[src/auto_seq_defs.svh]
// Constants for the stage-sequence controller: terminal function codes, widths, timing.
// Assumes a 200 MHz system clock. Every time base is derived from the 10 ms tick.
`ifndef AUTO_SEQ_DEFS_SVH
`define AUTO_SEQ_DEFS_SVH

`define CODE_SEQ1 6'h29
`define CODE_SEQ2 6'h2a
`define CODE_MANUAL 6'h2b
`define CODE_GO_STEP 6'h2c
`define CODE_HOLD_STEP 6'h2d
`define CODE_STEP_PULSE 6'h14
`define CODE_SEQ_PULSE 6'h15
`define APP_AUTO_SEQUENCE 3'h4
`define AUTO_MODE_FREE 1'h0
`define AUTO_MODE_STEPPED 1'h1

`define FUNC_W 6
`define FREQ_W 16
`define TIME_W 13
`define CNT_W 16
`define TICK_W 24
`define STAGE_W 3
`define MAX_STAGES 8
`define ENTRY_W 43

`define CLK_FREQ_MHZ 200
`define TICK_TIME_US 10000
`define TICK_CYCLES (`TICK_TIME_US * `CLK_FREQ_MHZ)
`define PULSE_TIME_MS 100
`define PULSE_TICKS (`PULSE_TIME_MS * 1000 / `TICK_TIME_US)
`define TENTH_SEC_TICKS (100000 / `TICK_TIME_US)

`endif

[src/auto_seq_pkg.sv]
// Types for the stage-sequence controller: state encoding and the state record.
// Assumes auto_seq_defs.svh is on the include path.
`include "auto_seq_defs.svh"

package auto_seq_pkg;

  typedef enum logic [2:0] {
    ST_IDLE = 3'h0,
    ST_CHECK = 3'h1,
    ST_LOAD = 3'h2,
    ST_RAMP = 3'h3,
    ST_DWELL = 3'h4,
    ST_WAIT_GO = 3'h5,
    ST_DONE = 3'h6,
    ST_BLOCKED = 3'h7
  } seq_state_t;

  typedef struct packed {
    seq_state_t state;
    logic prog;
    logic [`STAGE_W-1:0] stage;
    logic [`TICK_W-1:0] tick_cnt;
    logic [`CNT_W-1:0] time_cnt;
    logic [3:0] step_pulse_cnt;
    logic [3:0] seq_pulse_cnt;
    logic [`TIME_W-1:0] ramp_time;
    logic [`TIME_W-1:0] dwell_time;
    logic go_prev;
    logic run;
    logic forward;
    logic manual;
    logic ramping;
    logic [`FREQ_W-1:0] target_freq;
    logic [2:0] aux_out;
  } seq_regs_t;

endpackage

[src/stage_table_mem.sv]
// Stage settings table: speed, ramp time, dwell time and sense per program and stage.
// Assumes one writer on the system clock; read data appear one edge after the address.
`timescale 1ns/100ps
`include "auto_seq_defs.svh"

module stage_table_mem #(
  parameter int DEPTH = 16,
  parameter int WIDTH = `ENTRY_W
) (
  input wire logic clk_sys_i,
  input wire logic we_i,
  input wire logic [$clog2(DEPTH)-1:0] waddr_i,
  input wire logic [WIDTH-1:0] wdata_i,
  input wire logic [$clog2(DEPTH)-1:0] raddr_i,
  output logic [WIDTH-1:0] rdata_o
);

  // An address needs at least one bit, so a single-entry table is refused.
  if (DEPTH < 2 || WIDTH < 1) begin : g_param_check
    $error("stage_table_mem: parameter out of range");
  end

  logic [WIDTH-1:0] mem [DEPTH];

  // No reset on the array so it maps onto block memory; software loads it before use.
  always_ff @(posedge clk_sys_i) begin
    if (we_i) begin
      mem[waddr_i] <= wdata_i;
    end
    rdata_o <= mem[raddr_i];
  end

endmodule

[src/auto_seq_ctrl.sv]
// Stage-sequence controller: runs one of two stage programs from terminal inputs.
// Assumes terminals and function selects are static pins; settings are loaded beforehand.
//
// Overview of operation
// - Terminal coded 41 starts program one, coded 42 starts program two.
// - Terminal coded 43 hands the drive to the ordinary command and speed sources.
// - Stepped mode: terminal coded 44 while stopped starts the next stage.
// - Free mode: terminal coded 45 held freezes the current stage.
// - Output coded 20 pulses for 100 ms at every stage change.
// - Output coded 21 pulses when the program reaches its final stage.
// - Free mode runs all stages in order after one program select.
// - Stepped mode: select held by the far side, one stage per advance.
// - Second select within the coincidence time counts as simultaneous.
// - Exactly the configured stage count, clamped to 1..8, is executed per program.
// - Each stage has its own speed; a program starts at stage one's.
// - Stage ramp time sets how long reaching the target speed takes.
// - After the ramp, each stage holds speed for its dwell time.
// - Each stage drives its configured rotation sense.
// - At most two programs are available.
// - Function works only when application selection equals 4.
// - Up to eight stages per program, each fully configurable.
`timescale 1ns/100ps
`include "auto_seq_defs.svh"

module auto_seq_ctrl
  import auto_seq_pkg::*;
#(
  parameter int NUM_TERM = 8,
  parameter int TICK_CYCLES = `TICK_CYCLES
) (
  input wire logic clk_sys_i,
  input wire logic rst_n_i,
  input wire logic [NUM_TERM-1:0] term_i,
  input wire logic [NUM_TERM*`FUNC_W-1:0] input_function_select_i,
  input wire logic [3*`FUNC_W-1:0] output_function_select_i,
  input wire logic [2:0] app_mode_i,
  input wire logic auto_mode_i,
  input wire logic [7:0] auto_check_i,
  input wire logic [3:0] step_count1_i,
  input wire logic [3:0] step_count2_i,
  input wire logic cfg_we_i,
  input wire logic cfg_prog_i,
  input wire logic [`STAGE_W-1:0] cfg_stage_i,
  input wire logic [`FREQ_W-1:0] cfg_freq_i,
  input wire logic [`TIME_W-1:0] cfg_ramp_i,
  input wire logic [`TIME_W-1:0] cfg_dwell_i,
  input wire logic cfg_forward_i,
  output logic run_o,
  output logic forward_o,
  output logic manual_o,
  output logic ramping_o,
  output logic [`FREQ_W-1:0] target_freq_o,
  output logic [`TIME_W-1:0] ramp_time_o,
  output logic prog_o,
  output logic [`STAGE_W-1:0] stage_o,
  output logic [2:0] aux_out_o
);

  if (NUM_TERM < 1 || NUM_TERM > 11 || TICK_CYCLES < 2 ||
      TICK_CYCLES >= (1 << `TICK_W)) begin : g_param_check
    $error("auto_seq_ctrl: parameter out of range");
  end

  //////////////////////////////////////////////////////////////////////////////////////////
  // Terminal synchronisers and stage table.

  logic [NUM_TERM-1:0] term_meta_reg;
  logic [NUM_TERM-1:0] term_sync_reg;
  seq_regs_t r_reg;
  seq_regs_t r_next;
  logic [`ENTRY_W-1:0] entry;

  always_ff @(posedge clk_sys_i or negedge rst_n_i) begin
    if (!rst_n_i) begin
      term_meta_reg <= '0;
      term_sync_reg <= '0;
    end else begin
      term_meta_reg <= term_i;
      term_sync_reg <= term_meta_reg;
    end
  end

  // Two programs of eight stages share one table, addressed {program, stage}.
  stage_table_mem #(
    .DEPTH(2 * `MAX_STAGES),
    .WIDTH(`ENTRY_W)
  ) u_table (
    .clk_sys_i(clk_sys_i),
    .we_i(cfg_we_i),
    .waddr_i({cfg_prog_i, cfg_stage_i}),
    .wdata_i({cfg_freq_i, cfg_ramp_i, cfg_dwell_i, cfg_forward_i}),
    .raddr_i({r_next.prog, r_next.stage}),
    .rdata_o(entry)
  );

  //////////////////////////////////////////////////////////////////////////////////////////
  // Next-state logic.

  logic seq1;
  logic seq2;
  logic manual;
  logic go;
  logic hold;
  logic tick;
  logic sel_held;
  logic enabled;
  logic stepped;
  logic [`STAGE_W-1:0] last_stage;
  logic [3:0] count;

  always_comb begin
    seq1 = 1'b0;
    seq2 = 1'b0;
    manual = 1'b0;
    go = 1'b0;
    hold = 1'b0;
    for (int t = 0; t < NUM_TERM; t++) begin
      if (term_sync_reg[t]) begin
        seq1 = seq1 | (input_function_select_i[t*`FUNC_W +: `FUNC_W] == `CODE_SEQ1);
        seq2 = seq2 | (input_function_select_i[t*`FUNC_W +: `FUNC_W] == `CODE_SEQ2);
        manual = manual | (input_function_select_i[t*`FUNC_W +: `FUNC_W] == `CODE_MANUAL);
        go = go | (input_function_select_i[t*`FUNC_W +: `FUNC_W] == `CODE_GO_STEP);
        hold = hold | (input_function_select_i[t*`FUNC_W +: `FUNC_W] == `CODE_HOLD_STEP);
      end
    end
    tick = (r_reg.tick_cnt == `TICK_W'(TICK_CYCLES - 1));
    stepped = (auto_mode_i == `AUTO_MODE_STEPPED);
    enabled = (app_mode_i == `APP_AUTO_SEQUENCE) && !manual;
    sel_held = r_reg.prog ? seq2 : seq1;
    count = r_reg.prog ? step_count2_i : step_count1_i;
    // A count of zero is treated as one stage; counts above eight are clamped.
    last_stage = (count == 4'h0) ? 3'h0 : (count > 4'h8) ? 3'h7 : 3'(count - 4'h1);

    r_next = r_reg;
    r_next.go_prev = go;
    r_next.tick_cnt = tick ? '0 : r_reg.tick_cnt + `TICK_W'(1);
    r_next.manual = manual && (app_mode_i == `APP_AUTO_SEQUENCE);
    if (tick && r_reg.step_pulse_cnt != 4'h0) begin
      r_next.step_pulse_cnt = r_reg.step_pulse_cnt - 4'h1;
    end
    if (tick && r_reg.seq_pulse_cnt != 4'h0) begin
      r_next.seq_pulse_cnt = r_reg.seq_pulse_cnt - 4'h1;
    end

    case (r_reg.state)
      ST_IDLE: begin
        r_next.run = 1'b0;
        r_next.ramping = 1'b0;
        if (seq1 && seq2) begin
          r_next.state = ST_BLOCKED;
        end else if (seq1 || seq2) begin
          r_next.state = ST_CHECK;
          r_next.prog = seq2;
          r_next.time_cnt = '0;
        end
      end
      ST_CHECK: begin
        // The coincidence window is counted in 10 ms ticks, so it may run one tick short.
        if (seq1 && seq2) begin
          r_next.state = ST_BLOCKED;
        end else if (!sel_held) begin
          r_next.state = ST_IDLE;
        end else if (r_reg.time_cnt >= `CNT_W'(auto_check_i)) begin
          r_next.stage = '0;
          r_next.state = stepped ? ST_WAIT_GO : ST_LOAD;
        end else if (tick) begin
          r_next.time_cnt = r_reg.time_cnt + `CNT_W'(1);
        end
      end
      ST_LOAD: begin
        r_next.target_freq = entry[`ENTRY_W-1 -: `FREQ_W];
        r_next.ramp_time = entry[2*`TIME_W:`TIME_W+1];
        r_next.dwell_time = entry[`TIME_W:1];
        r_next.forward = entry[0];
        r_next.run = 1'b1;
        r_next.ramping = 1'b1;
        r_next.time_cnt = '0;
        r_next.step_pulse_cnt = 4'(`PULSE_TICKS + 1);
        if (r_reg.stage == last_stage) begin
          r_next.seq_pulse_cnt = 4'(`PULSE_TICKS + 1);
        end
        r_next.state = ST_RAMP;
      end
      ST_RAMP, ST_DWELL: begin
        if (stepped && !sel_held) begin
          r_next.state = ST_IDLE;
        end else if (tick && !(hold && !stepped)) begin
          r_next.time_cnt = r_reg.time_cnt + `CNT_W'(1);
          if (r_reg.state == ST_RAMP) begin
            if (r_next.time_cnt >= `CNT_W'(r_reg.ramp_time * `TENTH_SEC_TICKS)) begin
              r_next.state = ST_DWELL;
              r_next.ramping = 1'b0;
              r_next.time_cnt = '0;
            end
          end else if (r_next.time_cnt >= `CNT_W'(r_reg.dwell_time * `TENTH_SEC_TICKS)) begin
            if (r_reg.stage == last_stage) begin
              r_next.state = ST_DONE;
              r_next.run = 1'b0;
            end else begin
              r_next.stage = r_reg.stage + 3'h1;
              r_next.state = stepped ? ST_WAIT_GO : ST_LOAD;
              r_next.run = !stepped;
            end
          end
        end
      end
      ST_WAIT_GO: begin
        r_next.run = 1'b0;
        if (!sel_held) begin
          r_next.state = ST_IDLE;
        end else if (go && !r_reg.go_prev) begin
          r_next.state = ST_LOAD;
        end
      end
      ST_DONE, ST_BLOCKED: begin
        // Waiting for release stops a held select from restarting the program at once.
        r_next.run = 1'b0;
        if (!seq1 && !seq2) begin
          r_next.state = ST_IDLE;
        end
      end
      default: begin
        r_next.state = ST_IDLE;
      end
    endcase

    if (!enabled) begin
      r_next.state = ST_IDLE;
      r_next.run = 1'b0;
      r_next.ramping = 1'b0;
    end

    for (int k = 0; k < 3; k++) begin
      case (output_function_select_i[k*`FUNC_W +: `FUNC_W])
        `CODE_STEP_PULSE: r_next.aux_out[k] = (r_next.step_pulse_cnt != 4'h0);
        `CODE_SEQ_PULSE: r_next.aux_out[k] = (r_next.seq_pulse_cnt != 4'h0);
        default: r_next.aux_out[k] = 1'b0;
      endcase
    end
  end

  //////////////////////////////////////////////////////////////////////////////////////////
  // State register and outputs.

  always_ff @(posedge clk_sys_i or negedge rst_n_i) begin
    if (!rst_n_i) begin
      r_reg <= '{state: ST_IDLE, forward: 1'b1, default: '0};
    end else begin
      r_reg <= r_next;
    end
  end

  assign run_o = r_reg.run;
  assign forward_o = r_reg.forward;
  assign manual_o = r_reg.manual;
  assign ramping_o = r_reg.ramping;
  assign target_freq_o = r_reg.target_freq;
  assign ramp_time_o = r_reg.ramp_time;
  assign prog_o = r_reg.prog;
  assign stage_o = r_reg.stage;
  assign aux_out_o = r_reg.aux_out;

endmodule

[config.mk]
export PLATFORM = sky130hd
export DESIGN_NAME = auto_seq_ctrl
export DESIGN_NICKNAME = d
export VERILOG_FILES = /design/src/auto_seq_pkg.sv /design/src/stage_table_mem.sv /design/src/auto_seq_ctrl.sv
export VERILOG_INCLUDE_DIRS = /design/src
export SDC_FILE = /design/constraint.sdc
export NUM_CORES = 1
export LEC_CHECK = 0
export BUFFER_PORTS_ARGS = -buffer_cell sky130_fd_sc_hd__buf_2
export CORE_ASPECT_RATIO = 0.9
export CORE_MARGIN = 4
export CORE_UTILIZATION = 42
export DETAILED_ROUTE_END_ITERATION = 8
export HOLD_SLACK_MARGIN = 0.05
export SYNTH_ARGS = -nofsm -noshare
export SYNTH_HDL_FRONTEND = slang
export SYNTH_SLANG_ARGS = --single-unit
[constraint.sdc]
create_clock -name clk_sys_i -period 7.15 [get_ports clk_sys_i]
set_clock_uncertainty 0.1 [all_clocks]
set_input_delay 1.43 -clock clk_sys_i [delete_from_list [all_inputs] [get_ports clk_sys_i]]
set_output_delay 1.43 -clock clk_sys_i [all_outputs]
set_load 0.01 [all_outputs]
Word level (Yosys, flattened, before mapping) --
Memory sizes are Yosys's and may differ from the RTL's. A register that Yosys moved wholly into a read port is not among the register bits. Cells that the tools add are included.
Operators by class: $add $sub $neg 6, multiply operators 2, magnitude comparators 4, eq/ne operators 79, muxes and demuxes 106, bitwise operators 35, reduce and logical (&&, ||, !) cells 32
Operator list (number):
- $eq 6x6->1 const B | 40
- $mux 16 | 10
- $mux 3 | 25
- $pmux 16 s4 | 1
- $mux 1 | 56
- $eq 6x5->1 const B | 6
- $or 1x1->1 | 35
- $mux 34 | 1
- $ge 16x16->1 | 2
- $mul 13x3->15 const B | 2
- $add 24x1->24 const B | 1
- $eq 24x21->1 const B | 1
- $mux 24 | 1
- $ne 3x3->1 const B | 7
- $mux 4 | 5
- $reduce_bool 4->1 | 5
- $pmux 3 s6 | 1
- $add 16x1->16 const B | 1
- $ge 16x8->1 | 1
- $ne 2x2->1 const B | 8
- $eq 3x3->1 const B | 5
- $ne 5x5->1 const B | 3
- $ne 4x4->1 const B | 3
- $logic_and 1x1->1 | 10
- 21 further kinds | 34
Word-level totals: register bits 121, memory bits (writable) 688, bits of input ports 144, output and inout bits 40, word-level logic and storage cells 283, memories kept 1
Memories:
- u_table.mem | depth 16, bits a word 43, read ports 1, clocked after Yosys merged registers in 1, wr ports 1, line stage_table_mem.sv:23 | logic [WIDTH-1:0] mem [DEPTH];

Depth between registers and ports, before layout --
depth in word-level cells 23, gate-level depth with buffers 27, mapped depth without buffers 25

By module --
Synthesis repeated with hierarchy kept, for this count alone.
Unflattened totals: cells, all modules 2082, area, all modules 35212.5 um2
By module, submodules not included:
- stage_table_mem | times used 1, cells an instance 1116, area each 26639.3 um2, seq. area each 21520.6 um2
- auto_seq_ctrl | times used 1, cells an instance 966, area each 8573.2 um2, seq. area each 3029.2 um2

Worst setup path after synthesis --
OpenSTA, ideal clock, no wires.
kind reg-to-reg, from register r_reg[26] (netlist name), to register u_table.rdata_o[19] (read register of u_table.mem), setup time 0.134 ns, data arrival time 5.315 ns, data required time 6.916 ns, path slack 1.601 ns, cell stages (with the launch flop) 26, buffers on the path 3, period minus slack after synthesis 5.549 ns, path through dfrtp_1 ha_1 ha_1 a21o_1 a21oi_1 o21ai_0 a21oi_1 o21ai_0 a21oi_1 nor2b_1 o21a_1 o41ai_1 xor2_1 ha_1 nand4_1 nand4b_1 o211ai_1 or3b_1 nor4b_1 a211o_1 buf_6 buf_6 buf_2 mux2i_1 o22ai_1 or4_1
Between the ends: longest elaborated chain between the ends 7
RTL lines:
- start, declared | line auto_seq_ctrl.sv:69 | seq_regs_t r_reg;
- start signal, assigned | line auto_seq_ctrl.sv:249 | r_reg <= r_next;
- $mul 13x3->15 (no line)
- $ge 16x16->1 | line auto_seq_ctrl.sv:195 | end else if (r_next.time_cnt >= `CNT_W'(r_reg.dwell_time * `TENTH_SEC_TICKS)) begin
- $mux 3 | line auto_seq_ctrl.sv:195
- $mux 3 | line auto_seq_ctrl.sv:189 | if (r_reg.state == ST_RAMP) begin
- $mux 3 | line auto_seq_ctrl.sv:187 | end else if (tick && !(hold && !stepped)) begin
- $mux 3 | line auto_seq_ctrl.sv:185 | if (stepped && !sel_held) begin
- $pmux 3 s2 | line auto_seq_ctrl.sv:145 | case (r_reg.state)
- end, declared | line stage_table_mem.sv:15 | output logic [WIDTH-1:0] rdata_o
No other way between the ends. A chain may end at the register's enable or synchronous reset.

Final worst setup path --
from register r_reg[26] (netlist name), to register u_table.rdata_o[21] (read register of u_table.mem)
Same word-level chain as after synthesis.

==> summary.txt <==
Outcome
  – Outcome: finished clean

Route
  – Remaining DRCs: 0
  – Via Count: between 20k and 25k
  – DR vias/cell: 5.53
  – Drt first pass iters: 8
  – 1st-iter DRT viols: between 1.5k and 2k
  – WL final: approximately 87000 um
  – DRT antenna net count: 0
  – WL/cell: between 20 and 25 um

Clock network
  – H-tree depth: 3
  – # hold bufs at CTS: 0
  – CTS tree: built
  – Root Buffer: clkbuf_16
  – CTS max path bufs: 3
  – Clk slew on worst S/H paths: around 0.060 ns
  – Post-CTS Setup Repair Bufs: 0
  – Total CTS buffers: 89
  – Worst skew pair latency: 0.64 ns
  – CTS sink count: 852
  – Cts repair resizes: 0

STA
  – Worst Max-Slew Pin Slew: roughly 1.1 ns
  – Final period util: 93.1%
  – Slew Limit Fails: 0
  – Unrepaired setup endpoints after global routing: false
  – Max Clk Rate: roughly 150 MHz
  – Final setup TNS: 0 ns
  – Final worst slack: between 0.4 and 0.5 ns
  – Final Hold Viols: 0
  – Count of final setup violators: 0
  – Rel. slew slack: between 20% and 30%
  – Final critical-path required period: between 6 and 7 ns

Floorplan
  – Die height: about 280 um
  – Die span in x: around 310 um
  – Die ar.: approximately 89000 um2
  – Ports: 184
  – Starting Density: between 40% and 50%
  – Num rows: 100
  – CORE AREA: ~83000 um2

Power and ir drop
  – P_leak: about 16 nW
  – P_sw: 0.00388 W
  – Pwr/cell area: roughly 340 nW/um2
  – Logic gate share of total power: ~22%
  – Clock network power share: 34.2%
  – Seq pwr share: ~44%
  – Sw Share: ~28%
  – Cell-internal power: approximately 0.0098 W
  – Worst IR drop on VDD: between 0.0002 and 0.00025 V

Critical path
  – Largest stage delay, worst path: 0.55 ns
  – Crit start category: register
  – Worst-path maximum fanout: 76
  – Critical Path AT: approximately 7.1 ns
  – Crit path cell chain: ha_1 -> ha_1 -> a21o_1 -> a21oi_1 -> o21ai_0 -> a21oi_1 -> o21ai_0 -> a21oi_1 -> nor2b_1 -> o21a_1 -> o41ai_1 -> xor2_1 -> ha_1 -> nand4_1 -> nand4b_1 -> o211ai_1 -> or3b_1 -> nor4b_1 -> a211o_4 -> buf_12 -> mux2i_1 -> o22ai_1 -> or4_1
  – CP endpoint kind: register
  – Setup Crit Path Kind: register to register
  – Slowest-stage cell, CP: or4_1
  – Worst EP required: roughly 7.5 ns

Logic synthesis
  – Post-synth EDFFs: between 600 and 700
  – Syn_area_per_cell: 14.9 um2
  – Post-Synthesis Cell Area: ~35000 um2
  – Cells after Synth: 2373
  – Netlist cell types: a little under 80
  – Sequential share of the synthesized area: a little under 70%
  – Asr flop ratio synth: 14.2%
  – Main flop type after synthesis: edfxtp_1
  – Net Count, Synth: ~2.6k
  – Synth Warn #: 0
  – Flops & latches, synth: ~850

Cells and area
  – Commonest non-fill, non-tap cells in the layout: 688 x edfxtp_1, 348 x mux2i_1, 194 x nand2_1, 182 x buf_2, 180 x o22ai_1
  – Max reg flops: approximately 690
  – Layout area overhead: 14.5%
  – Most common library cell in the layout ignoring fill and taps: edfxtp_1
  – Layout Nets: ~2.8k
  – Layout cells sized above 1: 15.4%

Place
  – Final GP Congestion: 0.912
  – Port Buffers: between 150 and 200
  – HPWL Detailed: 49300 um
  – Pre-CTS setup slack: around 0.63 ns

GRT
  – Initial antenna violation count: 9
  – Vias in the first global route: slightly above 20k
  – First-pass GRT wire length: roughly 130000 um
  – All-Layer GR Usage: a little under a fifth
  – Total gr overflow: 0
  – Largest net degree at the start of global routing: 77

Worst hold path
  – Worst hold path class: register to register

Job
  – Max-cap viol count: 0
==> cell usage after synthesis (9+ instances only) <==
library cell	number	share of area [%]
edfxtp_1	688	58
mux2i_1	348	9.8
nand2_1	195	2.1
o22ai_1	180	3.2
dfrtp_1	120	8.5
ha_1	88	3.1
nor2_1	75	0.79
inv_1	56	0.59
o21ai_0	45	0.64
or4_1	44	0.93
dfxtp_1	43	2.4
clkbuf_1	41	0.43
buf_4	40	0.85
a21oi_1	38	0.54
buf_2	34	0.48
nand3_1	33	0.47
xnor2_1	31	0.77
xor2_1	29	0.72
nor3_1	23	0.32
nand3b_1	17	0.36
a21o_1	15	0.32
buf_6	13	0.41
nand4_1	12	0.21
a211oi_1	11	0.23
and3_1	11	0.19
nor2b_1	11	0.19
a31oi_1	9	0.16
nand2b_1	9	0.16
or3_1	9	0.16
==> cell type report <==
type / count / area [um2]
timing repair buffer: 221 / 1360
clock inverter: 40 / 452
multi-input combinational: 1330 / 10000
tap: 1122 / 1400
clock buffer: 124 / 2570
inverter: 59 / 221
antenna: 4 / 10.0
fill: 7048 / 42600
sequential: 852 / 24500
==> path summary, 6_finish.rpt <==
check | startpoint | end | slack [ns] | cells after the start
worst max-delay path | r_reg[26]$_DFFE_PN0P_ | u_table.rdata_o[21]$_DFF_P_ | 0.50 | 23
worst min-delay path | term_meta_reg[0]$_DFF_PN0_ | term_sync_reg[0]$_DFF_PN0_ | 0.25 | 0
worst max register to register | r_reg[26]$_DFFE_PN0P_ | u_table.rdata_o[21]$_DFF_P_ | 0.50 | 23
worst min register to register | term_meta_reg[0]$_DFF_PN0_ | term_sync_reg[0]$_DFF_PN0_ | 0.25 | 0
max in group asynchronous | rst_n_i | target_freq_o[7]$_DFFE_PN0P_ | 5.01 | 2
min in group asynchronous | rst_n_i | ramp_time_o[1]$_DFFE_PN0P_ | 0.70 | 1
==> cell families after synthesis <==
kind of cell    synth area share (%)
flops                           69.3
simple gates                    7.01
mux                             9.93
compound gates                  6.22
buf+inv                         2.84
fa+ha+maj                       3.22
xor+xnor                        1.48
==> stage by stage <==
stage	cells	power (W)	hold WS, ns	cell area [um2]	utilization, %
global route	3749	0.0144	0.253	40600	48.8
CTS	3748	0.0138	0.248	40600	48.8
finish	3752	0.0137	0.245	40600	48.8
global placement	3584	0.00904	0.234	37500	45.1
detailed placement	3584	0.00912	0.236	37500	45.1
floorplan	2373	0.00827	0.231	35400	-
==> critical path: cells and delay by family, from the launching register on <==
family / cells / cell delay, ns
compound gates: 11 / 2.28
simple gates: 6 / 1.83
fa+ha+maj: 3 / 0.96
buf+inv: 1 / 0.45
flops: 1 / 0.41
mux: 1 / 0.27
xor+xnor: 1 / 0.14
==> metal layers <==
| layer | track usage (%) | part of all wire, % | vias to the layer above |
|---|---|---|---|
| met3 | 4.10 | 6.9 | 150 |
| met4 | 5.15 | 2.5 | 6 |
| met5 | 0 | 0.046 | - |
| met1 | 27.4 | 45 | 10500 |
| li1 | - | - | 9445 |
| met2 | 29.9 | 45 | 689 |
==> power by group through the flow <==
stage	sequential [W]	combinational, W	clock [W]
final	0.00599	0.00302	0.00468
after detailed placement	0.00610	0.00302	0
after global placement	0.00609	0.00295	0
after floorplan	0.00596	0.00231	0
after global routing	0.00603	0.00335	0.00499
after CTS	0.00600	0.00304	0.00478
Power figures use the tool's default switching activity.
